<file path="src/common/ncp_pkg.sv">
// Purpose: Shared constants for the channel A oscillator preset bank
// Assumes: 32-bit register bus, byte addresses as listed below
// Notes: One definition of every offset, reset value and field place

`default_nettype none

package ncp_pkg;

    // ****************************************
    // Bus geometry
    // ****************************************
    localparam int ADDR_W = 12;
    localparam int DATA_W = 32;
    localparam int STRB_W = 4;
    localparam logic [1:0] RESP_OKAY = 2'h0;
    localparam logic [1:0] RESP_SLVERR = 2'h2;

    // ****************************************
    // Register offsets (byte addresses)
    // ****************************************
    localparam logic [ADDR_W-1:0] OFS_FREQ0 = 12'h220;
    localparam logic [ADDR_W-1:0] OFS_PHASE0 = 12'h224;
    localparam logic [ADDR_W-1:0] OFS_FREQ1 = 12'h228;
    localparam logic [ADDR_W-1:0] OFS_PHASE1 = 12'h22C;
    localparam logic [ADDR_W-1:0] OFS_FREQ2 = 12'h230;
    localparam logic [ADDR_W-1:0] OFS_CTRL = 12'h300;
    localparam logic [ADDR_W-1:0] OFS_RDIV = 12'h304;
    localparam logic [ADDR_W-1:0] OFS_STAT = 12'h308;

    // ****************************************
    // Field layout and reset values
    // ****************************************
    localparam int ACC_W = 32;
    localparam int PHASE_W = 16;
    localparam int RDIV_W = 16;
    localparam int SEL_W = 2;
    localparam int SEL_LSB = 0;
    localparam logic [ACC_W-1:0] FREQ_RST = 32'hC000_0000;
    localparam logic [PHASE_W-1:0] PHASE_RST = 16'h0000;
    localparam logic [RDIV_W-1:0] RDIV_RST = 16'h0000;
    localparam logic [SEL_W-1:0] SEL_RST = 2'h0;
    localparam logic [PHASE_W-1:0] PHASE_PAD = 16'h0000;

endpackage

`default_nettype wire

</file>
<file path="src/design/ncp_nco_regs.sv">
// Purpose: Channel A oscillator preset registers and phase path
// Assumes: Preset 2 phase word arrives from a sibling register bank
// Notes: Registers reached over AXI4-Lite; phase output is registered

`timescale 1ns/1ps
`default_nettype none

module ncp_nco_regs
    import ncp_pkg::*;
#(
    parameter int unsigned SAMPLE_DIV = 1
)
(
    input wire logic ref_clk,
    input wire logic reset_n,
    input wire logic [ADDR_W-1:0] awaddr,
    input wire logic awvalid,
    output logic awready,
    input wire logic [DATA_W-1:0] wdata,
    input wire logic [STRB_W-1:0] wstrb,
    input wire logic wvalid,
    output logic wready,
    output logic [1:0] bresp,
    output logic bvalid,
    input wire logic bready,
    input wire logic [ADDR_W-1:0] araddr,
    input wire logic arvalid,
    output logic arready,
    output logic [DATA_W-1:0] rdata,
    output logic [1:0] rresp,
    output logic rvalid,
    input wire logic rready,
    input wire logic [PHASE_W-1:0] chanAPhasePreset2,
    output logic [ACC_W-1:0] phaseOut,
    output logic phaseValid
);

    // ****************************************
    // Helpers
    // ****************************************

    // Word-aligned compare; the two byte bits are ignored
    function automatic logic hitOfs(input logic [ADDR_W-1:0] a,
                                    input logic [ADDR_W-1:0] ofs);
        hitOfs = (a[ADDR_W-1:2] == ofs[ADDR_W-1:2]);
    endfunction

    // Byte-lane merge of a write into an old value
    function automatic logic [DATA_W-1:0] mergeStrb(
        input logic [DATA_W-1:0] old,
        input logic [DATA_W-1:0] wd,
        input logic [STRB_W-1:0] st);
        logic [DATA_W-1:0] res;
        res = old;
        for (int i = 0; i < STRB_W; i++)
        begin
            if (st[i])
                res[i*8 +: 8] = wd[i*8 +: 8];
        end
        mergeStrb = res;
    endfunction

    // ****************************************
    // Declarations
    // ****************************************
    logic wrEn;
    logic [ADDR_W-1:0] wrAddr;
    logic [DATA_W-1:0] wrData;
    logic [STRB_W-1:0] wrStrb;
    logic wrHit;
    logic [DATA_W-1:0] rdData;
    logic rdHit;
    logic [ACC_W-1:0] freqPre0_ff;
    logic [PHASE_W-1:0] phasePre0_ff;
    logic [ACC_W-1:0] freqPre1_ff;
    logic [PHASE_W-1:0] phasePre1_ff;
    logic [ACC_W-1:0] freqPre2_ff;
    logic [SEL_W-1:0] presetSel_ff;
    logic [RDIV_W-1:0] refDiv_ff;
    logic [ACC_W-1:0] activeFreq;
    logic [PHASE_W-1:0] activePhase;
    logic sampleEn;
    logic [ACC_W-1:0] accum;

    // ****************************************
    // Bus front end
    // ****************************************
    ncp_axil_slave u_bus (
        .ref_clk(ref_clk),
        .reset_n(reset_n),
        .awaddr(awaddr),
        .awvalid(awvalid),
        .awready_ff(awready),
        .wdata(wdata),
        .wstrb(wstrb),
        .wvalid(wvalid),
        .wready_ff(wready),
        .bresp_ff(bresp),
        .bvalid_ff(bvalid),
        .bready(bready),
        .araddr(araddr),
        .arvalid(arvalid),
        .arready_ff(arready),
        .rdata_ff(rdata),
        .rresp_ff(rresp),
        .rvalid_ff(rvalid),
        .rready(rready),
        .wrEn(wrEn),
        .wrAddr(wrAddr),
        .wrData(wrData),
        .wrStrb(wrStrb),
        .wrHit(wrHit),
        .rdData(rdData),
        .rdHit(rdHit)
    );

    // Status is read-only, so a write to it is not a hit
    assign wrHit = hitOfs(wrAddr, OFS_FREQ0) || hitOfs(wrAddr, OFS_PHASE0)
                || hitOfs(wrAddr, OFS_FREQ1) || hitOfs(wrAddr, OFS_PHASE1)
                || hitOfs(wrAddr, OFS_FREQ2) || hitOfs(wrAddr, OFS_CTRL)
                || hitOfs(wrAddr, OFS_RDIV);

    // ****************************************
    // Preset registers
    // ****************************************

    // Frequency words, all reset to the same default
    always_ff @(posedge ref_clk or negedge reset_n)
    begin
        if (!reset_n)
        begin
            freqPre0_ff <= FREQ_RST;
            freqPre1_ff <= FREQ_RST;
            freqPre2_ff <= FREQ_RST;
        end
        else if (wrEn)
        begin
            if (hitOfs(wrAddr, OFS_FREQ0))
                freqPre0_ff <= mergeStrb(freqPre0_ff, wrData, wrStrb);
            if (hitOfs(wrAddr, OFS_FREQ1))
                freqPre1_ff <= mergeStrb(freqPre1_ff, wrData, wrStrb);
            if (hitOfs(wrAddr, OFS_FREQ2))
                freqPre2_ff <= mergeStrb(freqPre2_ff, wrData, wrStrb);
        end
    end

    // Phase words keep only the low half; upper lanes are dropped
    always_ff @(posedge ref_clk or negedge reset_n)
    begin
        if (!reset_n)
        begin
            phasePre0_ff <= PHASE_RST;
            phasePre1_ff <= PHASE_RST;
        end
        else if (wrEn)
        begin
            if (hitOfs(wrAddr, OFS_PHASE0))
                phasePre0_ff <= PHASE_W'(mergeStrb({PHASE_PAD, phasePre0_ff},
                    wrData, wrStrb));
            if (hitOfs(wrAddr, OFS_PHASE1))
                phasePre1_ff <= PHASE_W'(mergeStrb({PHASE_PAD, phasePre1_ff},
                    wrData, wrStrb));
        end
    end

    // Preset select and reference divisor
    always_ff @(posedge ref_clk or negedge reset_n)
    begin
        if (!reset_n)
        begin
            presetSel_ff <= SEL_RST;
            refDiv_ff <= RDIV_RST;
        end
        else if (wrEn)
        begin
            if (hitOfs(wrAddr, OFS_CTRL) && wrStrb[0])
                presetSel_ff <= wrData[SEL_LSB +: SEL_W];
            if (hitOfs(wrAddr, OFS_RDIV))
                refDiv_ff <= RDIV_W'(mergeStrb({16'h0000, refDiv_ff},
                    wrData, wrStrb));
        end
    end

    // ****************************************
    // Read-back
    // ****************************************

    // Narrow registers read with zeros above
    always_comb
    begin
        rdHit = 1'b1;
        rdData = '0;
        if (hitOfs(araddr, OFS_FREQ0))
            rdData = freqPre0_ff;
        else if (hitOfs(araddr, OFS_PHASE0))
            rdData = {PHASE_PAD, phasePre0_ff};
        else if (hitOfs(araddr, OFS_FREQ1))
            rdData = freqPre1_ff;
        else if (hitOfs(araddr, OFS_PHASE1))
            rdData = {PHASE_PAD, phasePre1_ff};
        else if (hitOfs(araddr, OFS_FREQ2))
            rdData = freqPre2_ff;
        else if (hitOfs(araddr, OFS_CTRL))
            rdData = {30'h0000_0000, presetSel_ff};
        else if (hitOfs(araddr, OFS_RDIV))
            rdData = {16'h0000, refDiv_ff};
        else if (hitOfs(araddr, OFS_STAT))
            rdData = accum;
        else
            rdHit = 1'b0;
    end

    // ****************************************
    // Oscillator
    // ****************************************

    // Code 3 has no preset here and falls back to preset 0
    always_comb
    begin
        case (presetSel_ff)
            2'h1:
            begin
                activeFreq = freqPre1_ff;
                activePhase = phasePre1_ff;
            end
            2'h2:
            begin
                activeFreq = freqPre2_ff;
                activePhase = chanAPhasePreset2;
            end
            default:
            begin
                activeFreq = freqPre0_ff;
                activePhase = phasePre0_ff;
            end
        endcase
    end

    // Fractional divisor correction lives elsewhere; plain sum here
    ncp_phase_acc #(
        .SAMPLE_DIV(SAMPLE_DIV)
    ) u_acc (
        .ref_clk(ref_clk),
        .reset_n(reset_n),
        .freqWord(activeFreq),
        .phaseWord(activePhase),
        .sampleEn_ff(sampleEn),
        .accum_ff(accum),
        .phaseOut_ff(phaseOut),
        .phaseValid_ff(phaseValid)
    );

    logic [4:0] seenWr_ff;

    // Remembers which presets software has written since reset
    always_ff @(posedge ref_clk or negedge reset_n)
    begin
        if (!reset_n)
            seenWr_ff <= 5'h00;
        else if (wrEn)
            seenWr_ff <= seenWr_ff | {hitOfs(wrAddr, OFS_FREQ2),
                hitOfs(wrAddr, OFS_PHASE1), hitOfs(wrAddr, OFS_FREQ1),
                hitOfs(wrAddr, OFS_PHASE0), hitOfs(wrAddr, OFS_FREQ0)};
    end
endmodule

`default_nettype wire

</file>
<file path="src/design/ncp_phase_acc.sv">
// Purpose: Phase accumulator with sample-rate enable and phase offset
// Assumes: Frequency and phase words come from same-clock registers
// Notes: Output phase lags the accumulator by one sample

`timescale 1ns/1ps
`default_nettype none

module ncp_phase_acc
    import ncp_pkg::*;
#(
    parameter int unsigned SAMPLE_DIV = 1
)
(
    input wire logic ref_clk,
    input wire logic reset_n,
    input wire logic [ACC_W-1:0] freqWord,
    input wire logic [PHASE_W-1:0] phaseWord,
    output logic sampleEn_ff,
    output logic [ACC_W-1:0] accum_ff,
    output logic [ACC_W-1:0] phaseOut_ff,
    output logic phaseValid_ff
);

    logic [15:0] divCnt_ff;

    // Divider gives one enable pulse per sample period
    always_ff @(posedge ref_clk or negedge reset_n)
    begin
        if (!reset_n)
        begin
            divCnt_ff <= 16'h0000;
            sampleEn_ff <= 1'b0;
        end
        else if (divCnt_ff == 16'(SAMPLE_DIV - 1))
        begin
            divCnt_ff <= 16'h0000;
            sampleEn_ff <= 1'b1;
        end
        else
        begin
            divCnt_ff <= divCnt_ff + 16'h0001;
            sampleEn_ff <= 1'b0;
        end
    end

    // Accumulator wraps naturally at 2^32
    always_ff @(posedge ref_clk or negedge reset_n)
    begin
        if (!reset_n)
            accum_ff <= '0;
        else if (sampleEn_ff)
            accum_ff <= accum_ff + freqWord;
    end

    // Offset sits in the top half; sign does not matter mod one turn
    always_ff @(posedge ref_clk or negedge reset_n)
    begin
        if (!reset_n)
        begin
            phaseOut_ff <= '0;
            phaseValid_ff <= 1'b0;
        end
        else
        begin
            phaseValid_ff <= sampleEn_ff;
            if (sampleEn_ff)
                phaseOut_ff <= accum_ff + {phaseWord, PHASE_PAD};
        end
    end

endmodule

`default_nettype wire

</file>
<file path="src/design/ncp_axil_slave.sv">
// Purpose: AXI4-Lite slave front end for the preset register bank
// Assumes: One write and one read in flight at most
// Notes: Decode is done by the parent through the hit inputs

`timescale 1ns/1ps
`default_nettype none

module ncp_axil_slave
    import ncp_pkg::*;
(
    input wire logic ref_clk,
    input wire logic reset_n,
    input wire logic [ADDR_W-1:0] awaddr,
    input wire logic awvalid,
    output logic awready_ff,
    input wire logic [DATA_W-1:0] wdata,
    input wire logic [STRB_W-1:0] wstrb,
    input wire logic wvalid,
    output logic wready_ff,
    output logic [1:0] bresp_ff,
    output logic bvalid_ff,
    input wire logic bready,
    input wire logic [ADDR_W-1:0] araddr,
    input wire logic arvalid,
    output logic arready_ff,
    output logic [DATA_W-1:0] rdata_ff,
    output logic [1:0] rresp_ff,
    output logic rvalid_ff,
    input wire logic rready,
    output logic wrEn,
    output logic [ADDR_W-1:0] wrAddr,
    output logic [DATA_W-1:0] wrData,
    output logic [STRB_W-1:0] wrStrb,
    input wire logic wrHit,
    input wire logic [DATA_W-1:0] rdData,
    input wire logic rdHit
);

    logic awHeld_ff;
    logic wHeld_ff;
    logic [ADDR_W-1:0] awAddr_ff;
    logic [DATA_W-1:0] wData_ff;
    logic [STRB_W-1:0] wStrb_ff;

    // Write fires once both halves are held and no response is pending
    assign wrEn = awHeld_ff && wHeld_ff && !bvalid_ff;
    assign wrAddr = awAddr_ff;
    assign wrData = wData_ff;
    assign wrStrb = wStrb_ff;

    // Address channel: one address held until the write is done
    always_ff @(posedge ref_clk or negedge reset_n)
    begin
        if (!reset_n)
        begin
            awready_ff <= 1'b1;
            awHeld_ff <= 1'b0;
            awAddr_ff <= '0;
        end
        else if (awvalid && awready_ff)
        begin
            awready_ff <= 1'b0;
            awHeld_ff <= 1'b1;
            awAddr_ff <= awaddr;
        end
        else
        begin
            if (wrEn)
                awHeld_ff <= 1'b0;
            if (bvalid_ff && bready)
                awready_ff <= 1'b1;
        end
    end

    // Data channel, taken in either order with the address
    always_ff @(posedge ref_clk or negedge reset_n)
    begin
        if (!reset_n)
        begin
            wready_ff <= 1'b1;
            wHeld_ff <= 1'b0;
            wData_ff <= '0;
            wStrb_ff <= '0;
        end
        else if (wvalid && wready_ff)
        begin
            wready_ff <= 1'b0;
            wHeld_ff <= 1'b1;
            wData_ff <= wdata;
            wStrb_ff <= wstrb;
        end
        else
        begin
            if (wrEn)
                wHeld_ff <= 1'b0;
            if (bvalid_ff && bready)
                wready_ff <= 1'b1;
        end
    end

    // Response; unmapped or read-only targets answer SLVERR
    always_ff @(posedge ref_clk or negedge reset_n)
    begin
        if (!reset_n)
        begin
            bvalid_ff <= 1'b0;
            bresp_ff <= RESP_OKAY;
        end
        else if (wrEn)
        begin
            bvalid_ff <= 1'b1;
            bresp_ff <= wrHit ? RESP_OKAY : RESP_SLVERR;
        end
        else if (bvalid_ff && bready)
            bvalid_ff <= 1'b0;
    end

    // Read answers one cycle after the address is taken
    always_ff @(posedge ref_clk or negedge reset_n)
    begin
        if (!reset_n)
        begin
            arready_ff <= 1'b1;
            rvalid_ff <= 1'b0;
            rdata_ff <= '0;
            rresp_ff <= RESP_OKAY;
        end
        else if (arvalid && arready_ff)
        begin
            arready_ff <= 1'b0;
            rvalid_ff <= 1'b1;
            rdata_ff <= rdHit ? rdData : '0;
            rresp_ff <= rdHit ? RESP_OKAY : RESP_SLVERR;
        end
        else if (rvalid_ff && rready)
        begin
            rvalid_ff <= 1'b0;
            arready_ff <= 1'b1;
        end
    end

endmodule

`default_nettype wire

</file>
<file path="config.mk">
export PLATFORM = sky130hd
export DESIGN_NAME = ncp_nco_regs
export DESIGN_NICKNAME = d
export VERILOG_FILES = /design/src/common/ncp_pkg.sv /design/src/design/ncp_nco_regs.sv /design/src/design/ncp_phase_acc.sv /design/src/design/ncp_axil_slave.sv
export SDC_FILE = /design/constraint.sdc
export NUM_CORES = 1
export LEC_CHECK = 0
export BUFFER_PORTS_ARGS = -buffer_cell sky130_fd_sc_hd__buf_2
export CORE_MARGIN = 2
export CORE_UTILIZATION = 65
export CTS_CLUSTER_DIAMETER = 60
export DETAILED_ROUTE_END_ITERATION = 10
export PLACE_DENSITY_LB_ADDON = 0.25
export SLEW_MARGIN = 25
export SYNTH_ARGS = -nofsm -noshare
export SYNTH_HDL_FRONTEND = slang
export SYNTH_SLANG_ARGS = --single-unit
</file>
<file path="constraint.sdc">
create_clock -name ref_clk -period 5.2 [get_ports ref_clk]
set_input_delay 0.78 -clock ref_clk [delete_from_list [all_inputs] [get_ports ref_clk]]
set_output_delay 0.78 -clock ref_clk [all_outputs]
set_load 0.02 [all_outputs]
</file>
==> results.md <==
- Outcome: finished clean
- Router iterations before antenna repair: 6
- DIE AREA: 26400 um2
- Met3 global-route usage: 0.0652
- Normalized max-slew margin: 0.298
- Final setup vio count: 0
- Setup repair after global routing missed its margin: false
- Biggest area consumer among synthesized cells: dfrtp_1
- Final Hold Fails: 0
- Met2 layer usage reported by global route: 0.529
- Number of cells in the design after placement: 1849
- Part of the Yosys area used for sequential elements: 0.484
- Post-CTS resize count: 0
- Fraction of synthesized cell area taken by the top area cell type: 0.470
- Setup slack after placement: 949 ps
- Dpl hpwl: 29.8 mm
- HP Class: primary input to asynchronous set/reset pin
- Synthesized netlist cell count: 1417
- Netlist area before placement: 16300 um2
- Layer with the highest usage: met2
- Post-synthesis area per instance: 11.5 um2
- Effective utilization at floorplan: 0.666
- Number of buffers added by the clock tree synthesis step: 34
- GRT Resource Usage Total: 0.337
- Die Y: roughly 160 um
- I/O pins: 157
- Worst-path clk slew: 60 ps
- Detail Route Antenna Nets: 0
- Maximum count of clock buffers along a single path: 3
- Worst-skew pair later-pin latency: 510 ps
- Gpl congestion: 0.943
- DR vias/cell: 6.49
- Fillcell total: between 1500 and 2000
- Number of buffers added to fix hold violations after cts: 0
- Clock H-tree levels: 2
- Setup WS post-layout: 787 ps
- Number of buffers inserted by port buffering: 150
- Row count: between 50 and 60
- # Post-CTS Setup Buffers: 0
- Worst ir drop on vdd: roughly 330 uV
- Achievable frequency: 227 MHz
- Largest net degree at the start of global routing: 124
- Clock sink count: 315
- Number of antenna violations at the first check in global routing: 0
- Number of global-route vias before repair: 12500
- Area growth from synthesis to layout: 14.1%
- Worst Max-Slew Pin Slew: ~1000 ps
- Critical path endpoint category: flop
- Global-route wire length before repair: 69.0 mm
- TritonCTS clock tree: built
- Element type at the critical path start: flop
- Synth Flop Type: dfrtp_1
- Worst endpoint data arrival time: 4760 ps
- Clk root buf: clkbuf_16
- Share of layout cells above drive strength 1: 0.331
- Vias: 12400
- Number of enable-type register cells in the synthesized netlist: 0
- Worst setup skew after layout: 21.5 ps
- Crit Path Class: flop to flop
- Die width: approximately 160 um
- Req. time, crit path: roughly 5600 ps
- Count of distinct cell types in the synthesized netlist: between 70 and 80
- Grt total ovfl: 0
- Number of synthesis warnings: 0
- Setup_tns: 0 ps
- Utilization of the core after routing: 0.760
- Ys async rst share: 1.00
- Biggest fanout along the worst timing path: 25
- Area of the core: 24500 um2
- Synth area leaders: dfrtp_1 (47%), mux2_2 (16%), ha_1 (4.1%)
- Part of the cycle the worst path needs: 0.849
- Post-route DRC violation count: 0
- Areal power density over the cells: between 300 and 400 nW/um2
- Initial detailed-routing violation count: 1387
- Post-layout nets: 1699
- Most used standard cells in the synthesized netlist: dfrtp_1 (306), mux2_2 (232), nand2_1 (139)
- Drt wl/cell: 22.9 um
- Min cycle time layout: 4410 ps
- Total of flip-flops plus latches after synthesis: 315
- Number of cells in the finished layout apart from fillers: ~1900
- Top-count cell post-synth: dfrtp_1
- Maxcap violations: 0
- Fin. max-slew vios: 0
- Met1 capacity usage during global routing: 0.471
- Standby leakage power: 0.00907 uW
- Antenna cells: 0
- Post-Route WL: 43.7 mm
==> placed cells by master (no fill, tap or decap), types with 6 or more instances in the layout <==
cell type | netlist | layout
a21o_1 | 17 | 17
a21oi_1 | 40 | 40
a221oi_1 | 14 | 14
a222oi_1 | 16 | 16
a22oi_1 | 50 | 50
a31oi_1 | 6 | 6
a32o_1 | 15 | 15
and3_1 | 15 | 15
buf_2 | 8 | 149
buf_4 | 3 | 20
bufinv_16 | 0 | 6
clkbuf_16 | 0 | 35
clkinv_2 | 0 | 8
dfrtp_1 | 306 | 305
dfstp_2 | 9 | 9
ha_1 | 53 | 52
inv_1 | 28 | 28
mux2_2 | 232 | 232
mux2_4 | 8 | 8
mux2i_1 | 36 | 36
nand2_1 | 139 | 138
nand2b_1 | 6 | 6
nand3_1 | 25 | 25
nand3_4 | 7 | 7
nor2_1 | 45 | 44
nor2b_1 | 9 | 9
nor3_1 | 14 | 13
o211ai_1 | 8 | 8
o21a_1 | 8 | 8
o21ai_0 | 106 | 106
o221a_2 | 16 | 16
or3_1 | 6 | 6
xnor2_1 | 37 | 37
xor2_1 | 11 | 11
==> report_power, final <==
part           internal [uW]  leakage, uW  total (uW)  switching [uW]
Clock                   1590     0.000589        2580             985
Sequential              2870      0.00424        3400             539
Combinational            664      0.00425        1430             770
==> logic make-up after synthesis <==
family | share of synthesized area
other | 0.000230
buffers and inverters | 0.0225
xor gates and xnor gates | 0.0258
muxes | 0.190
DFF | 0.484
adders and majority gates | 0.0431
AOI/OAI and AO/OA | 0.141
and+or+nand+nor | 0.0929
==> final timing paths <==
kind	startpoint	endpoint	slack (ps)	cells after the start
min reg2reg	u_bus.rdata_ff[3]$_DFFE_PN0P_	u_bus.rdata_ff[3]$_DFFE_PN0P_	480	2
min in group ref_clk	awvalid	u_bus.awready_ff$_DFFE_PN1P_	420	2
min	reset_n	freqPre2_ff[4]$_DFFE_PN0P_	320	1
max in group asynchronous	reset_n	u_acc.accum_ff[16]$_DFFE_PN0P_	3540	2
max	presetSel_ff[0]$_DFFE_PN0P_	u_acc.phaseOut_ff[31]$_DFFE_PN0P_	790	14
max reg2reg	presetSel_ff[0]$_DFFE_PN0P_	u_acc.phaseOut_ff[31]$_DFFE_PN0P_	790	14
==> flip-flops by register name (all words and copies together) (netlist names), 2 cells and up <==
| signal | cells |
|---|---|
| u_acc.phaseOut_ff | 32 |
| freqPre0_ff | 32 |
| u_bus.wrData | 32 |
| phasePre1_ff | 16 |
| freqPre2_ff | 32 |
| u_bus.wrStrb | 4 |
| u_acc.divCnt_ff | 16 |
| u_bus.rdata_ff | 32 |
| u_acc.accum_ff | 32 |
| u_bus.wrAddr | 10 |
| refDiv_ff | 16 |
| freqPre1_ff | 32 |
| presetSel_ff | 2 |
| phasePre0_ff | 16 |
==> metal layers <==
metal / up-vias / routed length (um)
met4: 0 / 1590
met1: 6165 / 18500
li1: 5554 / -
met3: 99 / 3620
met5: - / 0
met2: 572 / 20000
==> layout make-up <==
cell class              instances  area [um2]  area share
well taps                     324         405      0.0218
inverters                      28         105     0.00565
clock inverters                19         260      0.0140
multi-input cells            1011        8050       0.433
repair buffers                171         931      0.0501
flip-flops and latches        315        7900       0.425
clock buffers                  42         942      0.0507
==> metrics by stage <==
stage	total power [uW]	cell area (um2)	hold WS, ps
5_1_grt	7730	18600	414
3_3_place_gp	4760	17400	457
4_1_cts	7420	18600	378
2_1_floorplan	4260	16300	410
3_5_place_dp	4840	17400	457
6_report	7410	18600	319
==> worst max-delay path, stage by stage, from the launching register on <==
cell and delay [ps]:
dfrtp_1 400, inv_1 90, ha_2 670, buf_4 340, a22oi_1 100, o21ai_0 440, ha_1 340, a21oi_1 160
o21ai_0 170, o311ai_1 420, a31oi_1 210, or4_1 450, a31oi_1 220, xnor2_1 140, a21oi_1 80
No activity file was read; power rests on OpenSTA's default activity.
